===== src/core/maint_pkg.sv =====
// Constants and carrier types for the maintenance step and readback block
package maint_pkg;
	// I/O transfer instruction: device code and operation codes
	localparam logic [5:0] MAINT_DEV_CODE = 6'h2E;
	localparam logic [2:0] OP_MAINT_STEP  = 3'h1;
	localparam logic [2:0] OP_READ_STATES = 3'h2;
	localparam logic [2:0] OP_READ_O_UP   = 3'h3;
	localparam logic [2:0] OP_READ_O_LOW  = 3'h4;
	localparam logic [2:0] OP_READ_PTR    = 3'h5;
	localparam logic [2:0] OP_READ_MQ     = 3'h6;
	localparam logic [2:0] OP_LOAD_SC     = 3'h7;

	// Accumulator field positions, vector index = 11 - host bit number
	localparam int AC_STATE_MSB = 11;
	localparam int AC_STATE_LSB = 8;
	localparam int AC_MAJOR_MSB = 7;
	localparam int AC_MAJOR_LSB = 2;
	localparam int AC_SPECIAL   = 1;
	localparam int AC_XT_EXEC   = 0;
	localparam int AC_XP_SEL    = 11;
	localparam int AC_EXT1_SEL  = 8;
	localparam int AC_EXT2_SEL  = 7;
	localparam int AC_EXT3_SEL  = 6;
	localparam int AC_SC_MSB    = 5;
	localparam int AC_SC_LSB    = 0;

	// O register: numbered bit k sits at vector index 59 - k
	localparam int O_UPPER_TOP = 59;
	localparam int O_LOWER_TOP = 47;
	localparam int O_EXT1_TOP  = 35;
	localparam int O_EXT2_TOP  = 23;
	localparam int O_EXT3_TOP  = 11;

	// Register port map
	localparam logic [1:0] ADDR_CTRL   = 2'h0;
	localparam logic [1:0] ADDR_STATUS = 2'h1;
	localparam int CTRL_IOT_EN  = 0;
	localparam int STAT_MAINT   = 0;
	localparam int STAT_HALTED  = 1;
	localparam int STAT_XP      = 2;
	localparam int STAT_SC_LSB  = 4;
	localparam int STAT_TS_LSB  = 12;
	localparam logic CTRL_IOT_EN_RESET = 1'b1;

	typedef struct packed {
		logic        valid;
		logic [5:0]  dev;
		logic [2:0]  op;
		logic [11:0] ac;
	} iot_req_t;

	typedef struct packed {
		logic [3:0]  time_state;
		logic [5:0]  major;
		logic        special;
		logic        xt_exec;
		logic [59:0] o_reg;
		logic [11:0] ptr;
		logic [11:0] mq_low;
	} core_view_t;

	typedef struct packed {
		logic [1:0]  addr;
		logic [15:0] wdata;
		logic        wr;
		logic        rd;
	} reg_req_t;
endpackage


===== src/core/maintenance_step_readback.sv =====
// Maintenance mode, time state stepping and internal state readback
// Summary of operation
// RULE_01: In maintenance mode, halt at each major time state end and wait.
// RULE_02: Host issues enter-maintenance before start-processor to run stepped from start.
// RULE_03: Enter-maintenance while halted acts as a step to next time state.
// RULE_04: Maintenance mode ends whenever the interrupt request flag clears.
// RULE_05: Every readback ORs its data into the host accumulator.
// RULE_06: Read-states puts time state counter in bits 00-03, bit 00 MSB.
// RULE_07: Read-states bits 04-09 carry deposit, fetch, execute, exit, initiate, process.
// RULE_08: Read-states bits 10-11 report special and extended timing execute states.
// RULE_09: Read O upper word ORs the upper O word into accumulator.
// RULE_10: Read O lower word ORs the lower O word into accumulator.
// RULE_11: Read pointer ORs low 12 bits of parameter table pointer.
// RULE_12: Read multiplier-quotient ORs its low word into accumulator.
// RULE_13: Load shift counter from accumulator bits 06-11, bit 06 MSB.
// RULE_14: Accumulator bit 00 selects extended precision; bits 01-02 ignored.
// RULE_15: Bits 03/04/05 read O bits 24-35/36-47/48-59, lowest to bit 00.
// RULE_16: Load shift counter clears accumulator, leaving only selected extension word.
// RULE_17: Outside maintenance mode states run without halting; step has no effect.
// RULE_18: Without extended precision option, bits 10-11 add zeros to the OR.
//
// The register addresses and strobed register access were decided locally.
module maintenance_step_readback
	import maint_pkg::*;
(
	input  wire logic        clk_sys_i,
	input  wire logic        nrst_i,
	input  wire logic        ce_i,
	input  wire logic        ext_option_i,
	input  wire iot_req_t    iot_i,
	input  wire core_view_t  core_i,
	input  wire logic        state_end_i,
	input  wire logic        irq_flag_clear_i,
	input  wire reg_req_t    reg_i,
	output logic [11:0]      ac_o,
	output logic             ac_valid_o,
	output logic             maint_mode_o,
	output logic             halt_o,
	output logic             step_o,
	output logic [5:0]       shift_cnt_o,
	output logic             shift_load_o,
	output logic             ext_prec_o,
	output logic [15:0]      rdata_o
);

	typedef struct packed {
		logic        maint;
		logic        halted;
		logic        step;
		logic        iot_en;
		logic        ext_prec;
		logic [5:0]  sc;
		logic        sc_load;
		logic [11:0] ac;
		logic        ac_valid;
		logic [15:0] rdata;
	} state_t;

	state_t st;
	state_t next_st;
	logic   iot_hit;

	function automatic logic [11:0] o_word(input logic [59:0] o, input int top);
		o_word = o[top -: 12];
	endfunction

	assign iot_hit = iot_i.valid && (iot_i.dev == MAINT_DEV_CODE) && st.iot_en;

	always_comb begin
		logic [11:0] data;
		logic [11:0] ext;
		data = 12'h000;
		ext = 12'h000;
		next_st = st;
		next_st.step = 1'b0;
		next_st.sc_load = 1'b0;
		next_st.ac_valid = 1'b0;
		next_st.rdata = 16'h0000;

		// Halt on state end only in maintenance mode
		if (state_end_i && st.maint && !irq_flag_clear_i) begin // [RULE_01] [RULE_17]
			next_st.halted = 1'b1;
		end

		if (iot_hit) begin
			next_st.ac_valid = 1'b1;
			case (iot_i.op)
				OP_MAINT_STEP: begin
					next_st.maint = 1'b1;
					if (st.halted) begin // [RULE_03]
						next_st.halted = 1'b0;
						next_st.step = 1'b1;
					end
				end
				OP_READ_STATES: begin
					data[AC_STATE_MSB:AC_STATE_LSB] = core_i.time_state; // [RULE_06]
					data[AC_MAJOR_MSB:AC_MAJOR_LSB] = core_i.major; // [RULE_07]
					data[AC_SPECIAL] = core_i.special && ext_option_i; // [RULE_08] [RULE_18]
					data[AC_XT_EXEC] = core_i.xt_exec && ext_option_i; // [RULE_08] [RULE_18]
				end
				OP_READ_O_UP: begin
					data = o_word(core_i.o_reg, O_UPPER_TOP); // [RULE_09]
				end
				OP_READ_O_LOW: begin
					data = o_word(core_i.o_reg, O_LOWER_TOP); // [RULE_10]
				end
				OP_READ_PTR: begin
					data = core_i.ptr; // [RULE_11]
				end
				OP_READ_MQ: begin
					data = core_i.mq_low; // [RULE_12]
				end
				OP_LOAD_SC: begin
					next_st.sc = iot_i.ac[AC_SC_MSB:AC_SC_LSB]; // [RULE_13]
					next_st.sc_load = 1'b1;
					next_st.ext_prec = iot_i.ac[AC_XP_SEL]; // [RULE_14]
					// Several selects at once merge by OR, a harmless corner
					if (iot_i.ac[AC_EXT1_SEL]) begin // [RULE_15]
						ext = ext | o_word(core_i.o_reg, O_EXT1_TOP);
					end
					if (iot_i.ac[AC_EXT2_SEL]) begin // [RULE_15]
						ext = ext | o_word(core_i.o_reg, O_EXT2_TOP);
					end
					if (iot_i.ac[AC_EXT3_SEL]) begin // [RULE_15]
						ext = ext | o_word(core_i.o_reg, O_EXT3_TOP);
					end
				end
				default: begin
					next_st.ac_valid = 1'b0;
				end
			endcase
			if (iot_i.op == OP_LOAD_SC) begin
				next_st.ac = ext; // [RULE_16]
			end else if (next_st.ac_valid) begin
				// Op zero leaves the accumulator as it stands
				next_st.ac = iot_i.ac | data; // [RULE_05]
			end
		end

		// Flag clear wins over entry and state-end halt in the same cycle; a step pulse still issues
		if (irq_flag_clear_i) begin // [RULE_04]
			next_st.maint = 1'b0;
			next_st.halted = 1'b0;
		end

		if (reg_i.wr && reg_i.addr == ADDR_CTRL) begin
			next_st.iot_en = reg_i.wdata[CTRL_IOT_EN];
		end
		if (reg_i.rd) begin
			case (reg_i.addr)
				ADDR_CTRL: begin
					next_st.rdata[CTRL_IOT_EN] = st.iot_en;
				end
				ADDR_STATUS: begin
					next_st.rdata[STAT_MAINT] = st.maint;
					next_st.rdata[STAT_HALTED] = st.halted;
					next_st.rdata[STAT_XP] = st.ext_prec;
					next_st.rdata[STAT_SC_LSB +: 6] = st.sc;
					next_st.rdata[STAT_TS_LSB +: 4] = core_i.time_state;
				end
				default: begin
					next_st.rdata = 16'h0000;
				end
			endcase
		end
	end

	always_ff @(posedge clk_sys_i or negedge nrst_i) begin
		if (!nrst_i) begin
			st <= '0;
			st.iot_en <= CTRL_IOT_EN_RESET;
		end else if (ce_i) begin
			st <= next_st;
		end
	end

	assign ac_o         = st.ac;
	assign ac_valid_o   = st.ac_valid;
	assign maint_mode_o = st.maint;
	assign halt_o       = st.halted;
	assign step_o       = st.step;
	assign shift_cnt_o  = st.sc;
	assign shift_load_o = st.sc_load;
	assign ext_prec_o   = st.ext_prec;
	assign rdata_o      = st.rdata;
endmodule


===== config.mk =====
export PLATFORM = sky130hd
export DESIGN_NAME = maintenance_step_readback
export DESIGN_NICKNAME = d
export VERILOG_FILES = /design/src/core/maint_pkg.sv /design/src/core/maintenance_step_readback.sv
export SDC_FILE = /design/constraint.sdc
export NUM_CORES = 1
export LEC_CHECK = 0
export BUFFER_PORTS_ARGS = -buffer_cell sky130_fd_sc_hd__buf_2
export CAP_MARGIN = 20
export CORE_MARGIN = 2
export CORE_UTILIZATION = 44
export DETAILED_ROUTE_END_ITERATION = 10
export GPL_TIMING_DRIVEN = 0
export PLACE_DENSITY = 0.86
export REMOVE_ABC_BUFFERS = 1
export SYNTH_ARGS = -nofsm -noshare
export SYNTH_HDL_FRONTEND = slang
export SYNTH_SLANG_ARGS = --single-unit

===== constraint.sdc =====
create_clock -name clk_sys_i -period 3.6 [get_ports clk_sys_i]
set_input_delay 0.54 -clock clk_sys_i [delete_from_list [all_inputs] [get_ports clk_sys_i]]
set_output_delay 0.54 -clock clk_sys_i [all_outputs]
set_load 0.02 [all_outputs]

## After elaboration in Yosys (flattened, before gate mapping)

Cells that the tools add are included.

| word-level totals | value |
|---|---|
| bits in registers | 41 |
| output and inout port bits | 40 |

| cells by class | value |
|---|---|
| equal/unequal tests | 9 |
| mux-type cells | 25 |
| bitwise logic cells | 3 |
| reduce and logical (&&, ||, !) cells | 17 |

Operator list:

| kind | number |
|---|---|
| two-way mux 12 bit | 10 |
| case mux 12 bit (5 select lines) | 1 |
| bitwise OR 12 bit | 3 |
| two-way mux 16 bit | 1 |
| two-way mux 14 bit | 1 |
| equality test 3 bit (second input constant) | 4 |
| AND reduction 3 bit | 3 |
| logical AND 1 bit | 7 |
| OR reduction 7 bit | 1 |
| equality test 3 x 2 -> 1 bit (second input constant) | 2 |
| equality test 6 bit (second input constant) | 1 |
| two-way mux 2 bit | 3 |
| two-way mux 3 bit | 2 |
| two-way mux 6 bit | 1 |
| nonzero test 2 bit | 3 |
| two-way mux 1 bit | 4 |
| two-way mux 4 bit | 1 |
| equality test 3 x 1 -> 1 bit (second input constant) | 1 |
| equality test 2 x 1 -> 1 bit (second input constant) | 1 |
| logical NOT 2 bit | 1 |
| case mux 1 bit (2 select lines) | 1 |
| AND reduction 2 bit | 1 |
| logical NOT 1 bit | 1 |

## Longest topological paths before layout

| logic depth | value |
|---|---|
| depth after elaboration | 12 |
| depth in mapped cells | 6 |

## Worst setup path after synthesis

OpenSTA, ideal clock, no wires.

| timing path | value |
|---|---|
| path type | in2reg |
| start point | input iot_i[14] (netlist bit) |
| end point | register st, in the netlist ac_o[7] |
| arrival | 1.664 ns |
| slack | 1.815 ns |
| stages on the path | 6 |
| path buffers | 2 |
| cell sequence | buf_2 -> buf_2 -> mux2_2 -> a221oi_1 -> a21oi_1 -> o22a_1 |

| between the ends | value |
|---|---|
| cells in the longest elaborated chain, start to end | 6 |

RTL lines:

| element | RTL line | text |
|---|---|---|
| start, declared | maintenance_step_readback.sv:30 | `input wire iot_req_t iot_i,` |
| equality test 3 bit, or another cell as far along | maintenance_step_readback.sv:87 | `case (iot_i.op)` |
| case mux 12 bit (5 select lines) / OR reduction 7 bit (equally long branches) | -- |  |
| two-way mux 12 bit / two-way mux 1 bit (equally long branches) | maintenance_step_readback.sv:85, maintenance_step_readback.sv:87 |  |
| bitwise OR 12 bit / two-way mux 1 bit (equally long branches) | maintenance_step_readback.sv:136, maintenance_step_readback.sv:85 |  |
| two-way mux 12 bit / nonzero test 2 bit (equally long branches) | -- |  |
| two-way mux 12 bit / AND reduction 3 bit (equally long branches) | -- |  |
| end signal, assigned | maintenance_step_readback.sv:173 | `st <= next_st;` |
| end, declared | maintenance_step_readback.sv:59 | `state_t st;` |

Several ways; a longest one is shown, not always the timed one. The select of a mux whose other input is x is not followed.
A chain may end at the register's enable or synchronous reset.

## Final worst setup path

| timing path | value |
|---|---|
| start point | input iot_i[12] (netlist bit) |
| end point | register st, in the netlist shift_cnt_o[3] |

| between the ends | value |
|---|---|
| cells in the longest elaborated chain, start to end | 2 |

RTL lines:

| element | RTL line |
|---|---|
| equality test 3 bit | maintenance_step_readback.sv:87 |
| AND reduction 3 bit (no source line) | -- |

No other way between the ends.

==> metrics.csv <==
stage,metric,value,unit
run_status,status,"finished, final reports clean",
global_route,GRT Total Usage,24.75,%
power_and_ir_drop,VDD IR max,0.1789,mV
synthesis,async set-reset flop share out of synthesis,100.0,%
synthesis,Cells after Synth,264,
cts,clock tree sinks,38,
floorplan,Core Region,5540,um^2
synthesis,Synth Flop Type,dfrtp_1,
synthesis,Synth Cell Area,2554,um^2
routing,Starting DRT DRC Count,174,
synthesis,synth cell count leaders,"dfrtp_1 (37), buf_4 (34), nor2_1 (30)",
setup_path,CP Class,in -> reg,
cts,later-pin clock latency in the skew report,0.29,ns
sta,Fin Hold WS,0.3621,ns
routing,routed len/inst,17.57,um
synthesis,mux cell area share after synthesis,7.692,%
global_route,largest net degree at the start of global routing,39,
global_route,vias in the first global route,2551,
placed_design,GPL Wtd Cong,0.8258,
synthesis,Synth Area in XOR/XNOR,0,%
setup_path,Critical Path RT,3.78,ns
synthesis,Post-synth EDFFs,0,
global_route,first-pass GRT wire length,12.25,mm
cts,CTS tree,built,
floorplan,# rows,27,
sta,Worst Tran Pin Value,0.9980,ns
worst_hold_path,min-delay worst type,in -> async,
cts,"CTS clk-pin slew, worst paths",0.08,ns
setup_path,R2R Path Start,st[37]$_DFFE_PN1P_,
setup_path,CP Capture Type,register,
floorplan,Die Span Y,80.19,um
cts,CTS resizes,0,
placed_design,Post-Place Cells,451,
cells_and_area,final net count,530,
cells_and_area,Filler cells,516,
placed_design,post-detail-place hpwl,6.091,mm
sta,RSZ-0062 raised after global routing,no,
routing,DRC,0,
cts,CTS Buffer Depth,2,
floorplan,Starting Density,46.09,%
cts,Hold Buf Count CTS,0,
synthesis,Adder-Cell Fraction of Synth Area,0,%
routing,Via density,5.678,
sta,final setup violation count,0,
floorplan,area of the die,6430,um^2
synthesis,Synth area leaders,"dfrtp_1 (36%), buf_4 (10%), mux2_2 (5.7%), a22o_1 (5.5%), nor2_1 (4.4%)",
routing,Via Count,2606,
synthesis,"Seq/Total Area, Yosys",37.29,%
sta,fin. max-slew vios,0,
sta,FMAX,0.3869,GHz
floorplan,Die X,80.19,um
setup_path,worst reg2reg endpoint,ac_o[7]$_DFFE_PN0P_,
setup_path,R2R Setup Slk,1.59,ns
cells_and_area,Layout area overhead,27.68,%
cells_and_area,number of inserted diodes,0,
sta,TNS Setup,0,ns
synthesis,post-synthesis compound-gate area fraction,28.81,%
synthesis,post-synth top area cell,dfrtp_1,
global_route,grt total ovfl,0,
sta,Slew headroom,33.10,%
power_and_ir_drop,P per Cell Area,324.5,nW/um^2
cts,setup bufs post-CTS,0,
synthesis,"count leader, synth",dfrtp_1,
cells_and_area,share of cells above drive strength 1,50.39,%
cts,CTS Root Cell,clkbuf_8,
synthesis,yosys warns,0,
synthesis,top-area cell type share of the netlist area,36.26,%
synthesis,largest family of logic cells by synthesized area,compound AO/OA/AOI/OAI gates,
routing,Routed Antenna Nets,0,
run,Max Cap Viol,0,
setup_path,critical path launch point type,primary input,
floorplan,Ports,184,
setup_path,cells on worst reg2reg path,5,
sta,Final period util,71.80,%
setup_path,WP data arrival,2.76,ns
synthesis,#FFs+latches synth,38,
cells_and_area,"non-filler cells, final",459,
cells_and_area,final instance area,3261,um^2
synthesis,Mean Syn Cell Area,9.673,um^2
routing,final WL,8.066,mm
cts,Num CTS Buffers,5,
setup_path,Crit Path Max Fanout,37,
global_route,initial antenna violation count,0,
sta,Final Hold Fails,0,
placed_design,placed instance area,3147,um^2
power_and_ir_drop,leakage,1.744,nW
synthesis,Synth Area in Simple Gates,12.20,%
synthesis,Cell variety after synth,49,
power_and_ir_drop,Tot Pwr,1.058,mW
routing,drt pass-1 iters,5,
placed_design,PortBufs,165,
sta,Clock Skew,0.005512,ns
sta,post-route minimum period,2.585,ns
cts,CTS H-Tree Depth,2,
==> worst max-delay path by stage <==
stage	slack (ns)	startpoint	depth (start not counted)	endpoint
2_1_floorplan	1.53	iot_i[18]	4	ac_o[7]$_DFFE_PN0P_
3_3_place_gp	0.60	ce_i	4	rdata_o[0]$_DFFE_PN0P_
3_5_place_dp	0.67	iot_i[12]	4	shift_cnt_o[3]$_DFFE_PN0P_
4_1_cts	0.99	iot_i[12]	4	shift_cnt_o[1]$_DFFE_PN0P_
5_1_grt	0.85	iot_i[12]	4	shift_cnt_o[0]$_DFFE_PN0P_
6_report	1.02	iot_i[12]	4	shift_cnt_o[3]$_DFFE_PN0P_
==> placed cells by master, fill, tap and decap left out, types with 9 or more instances in the layout <==
cell | synthesis | layout
a222oi_1 | 9 | 9
a221oi_1 | 9 | 9
a21oi_1 | 10 | 10
mux2_2 | 13 | 13
a22oi_1 | 9 | 9
o21ai_0 | 10 | 10
buf_2 | 10 | 165
nor2_1 | 30 | 30
a22o_1 | 16 | 16
dfrtp_1 | 37 | 37
==> state kept, by name, indices dropped and copies added (netlist names) <==
name	count
ac_valid_o	1
maint_mode_o	1
step_o	1
st	1
halt_o	1
rdata_o	13
ac_o	12
shift_cnt_o	6
ext_prec_o	1
shift_load_o	1
==> layout make-up <==
cell class,instances,area [um^2],share of cell area [%]
well taps,72,90.09,2.763
repair buffers,166,837.1,25.67
clock buffers,5,68.82,2.111
flip-flops and latches,38,952.2,29.20
inverters,2,7.507,0.2302
multi-input cells,173,1260,38.64
clock inverters,3,45.04,1.381
==> report_power, final <==
group | switching [mW] | leakage, nW | internal (mW)
Sequential | 0.00950 | 0.524 | 0.444
Combinational | 0.129 | 1.17 | 0.110
Clock | 0.160 | 0.0504 | 0.206
Total | 0.298 | 1.74 | 0.760
==> critical path: stages <==
cell	delay (ns)
buf_2	0.48
nand3_1	0.63
nor4_4	0.70
mux2_2	0.41
==> layer usage <==
layer | global-route usage, % | wire length, um
met3 | 5.169 | 689
met5 | 0 | 0
met1 | 29.63 | 3216
met4 | 8.136 | 123
met2 | 44.00 | 4038
==> metrics by stage <==
stage | worst slack [ns] | utilization (%)
after floorplan | 1.531 | -
after global placement | 0.6032 | 56.50
after detailed placement | 0.6741 | 56.80
after CTS | 0.9946 | 58.85
after global routing | 0.8509 | 58.85
final | 1.015 | 58.85
==> logic make-up (layout without fill, tap and decap cells) <==
logic type / count (synthesis) / in the layout
other: 1 / 3
AND/OR/NAND/NOR: 56 / 56
multiplexers: 18 / 18
AO/OA/AOI/OAI: 96 / 96
flip-flops: 38 / 38
buffers and inverters: 55 / 176
Note: power is estimated with default switching activity, not from simulation.
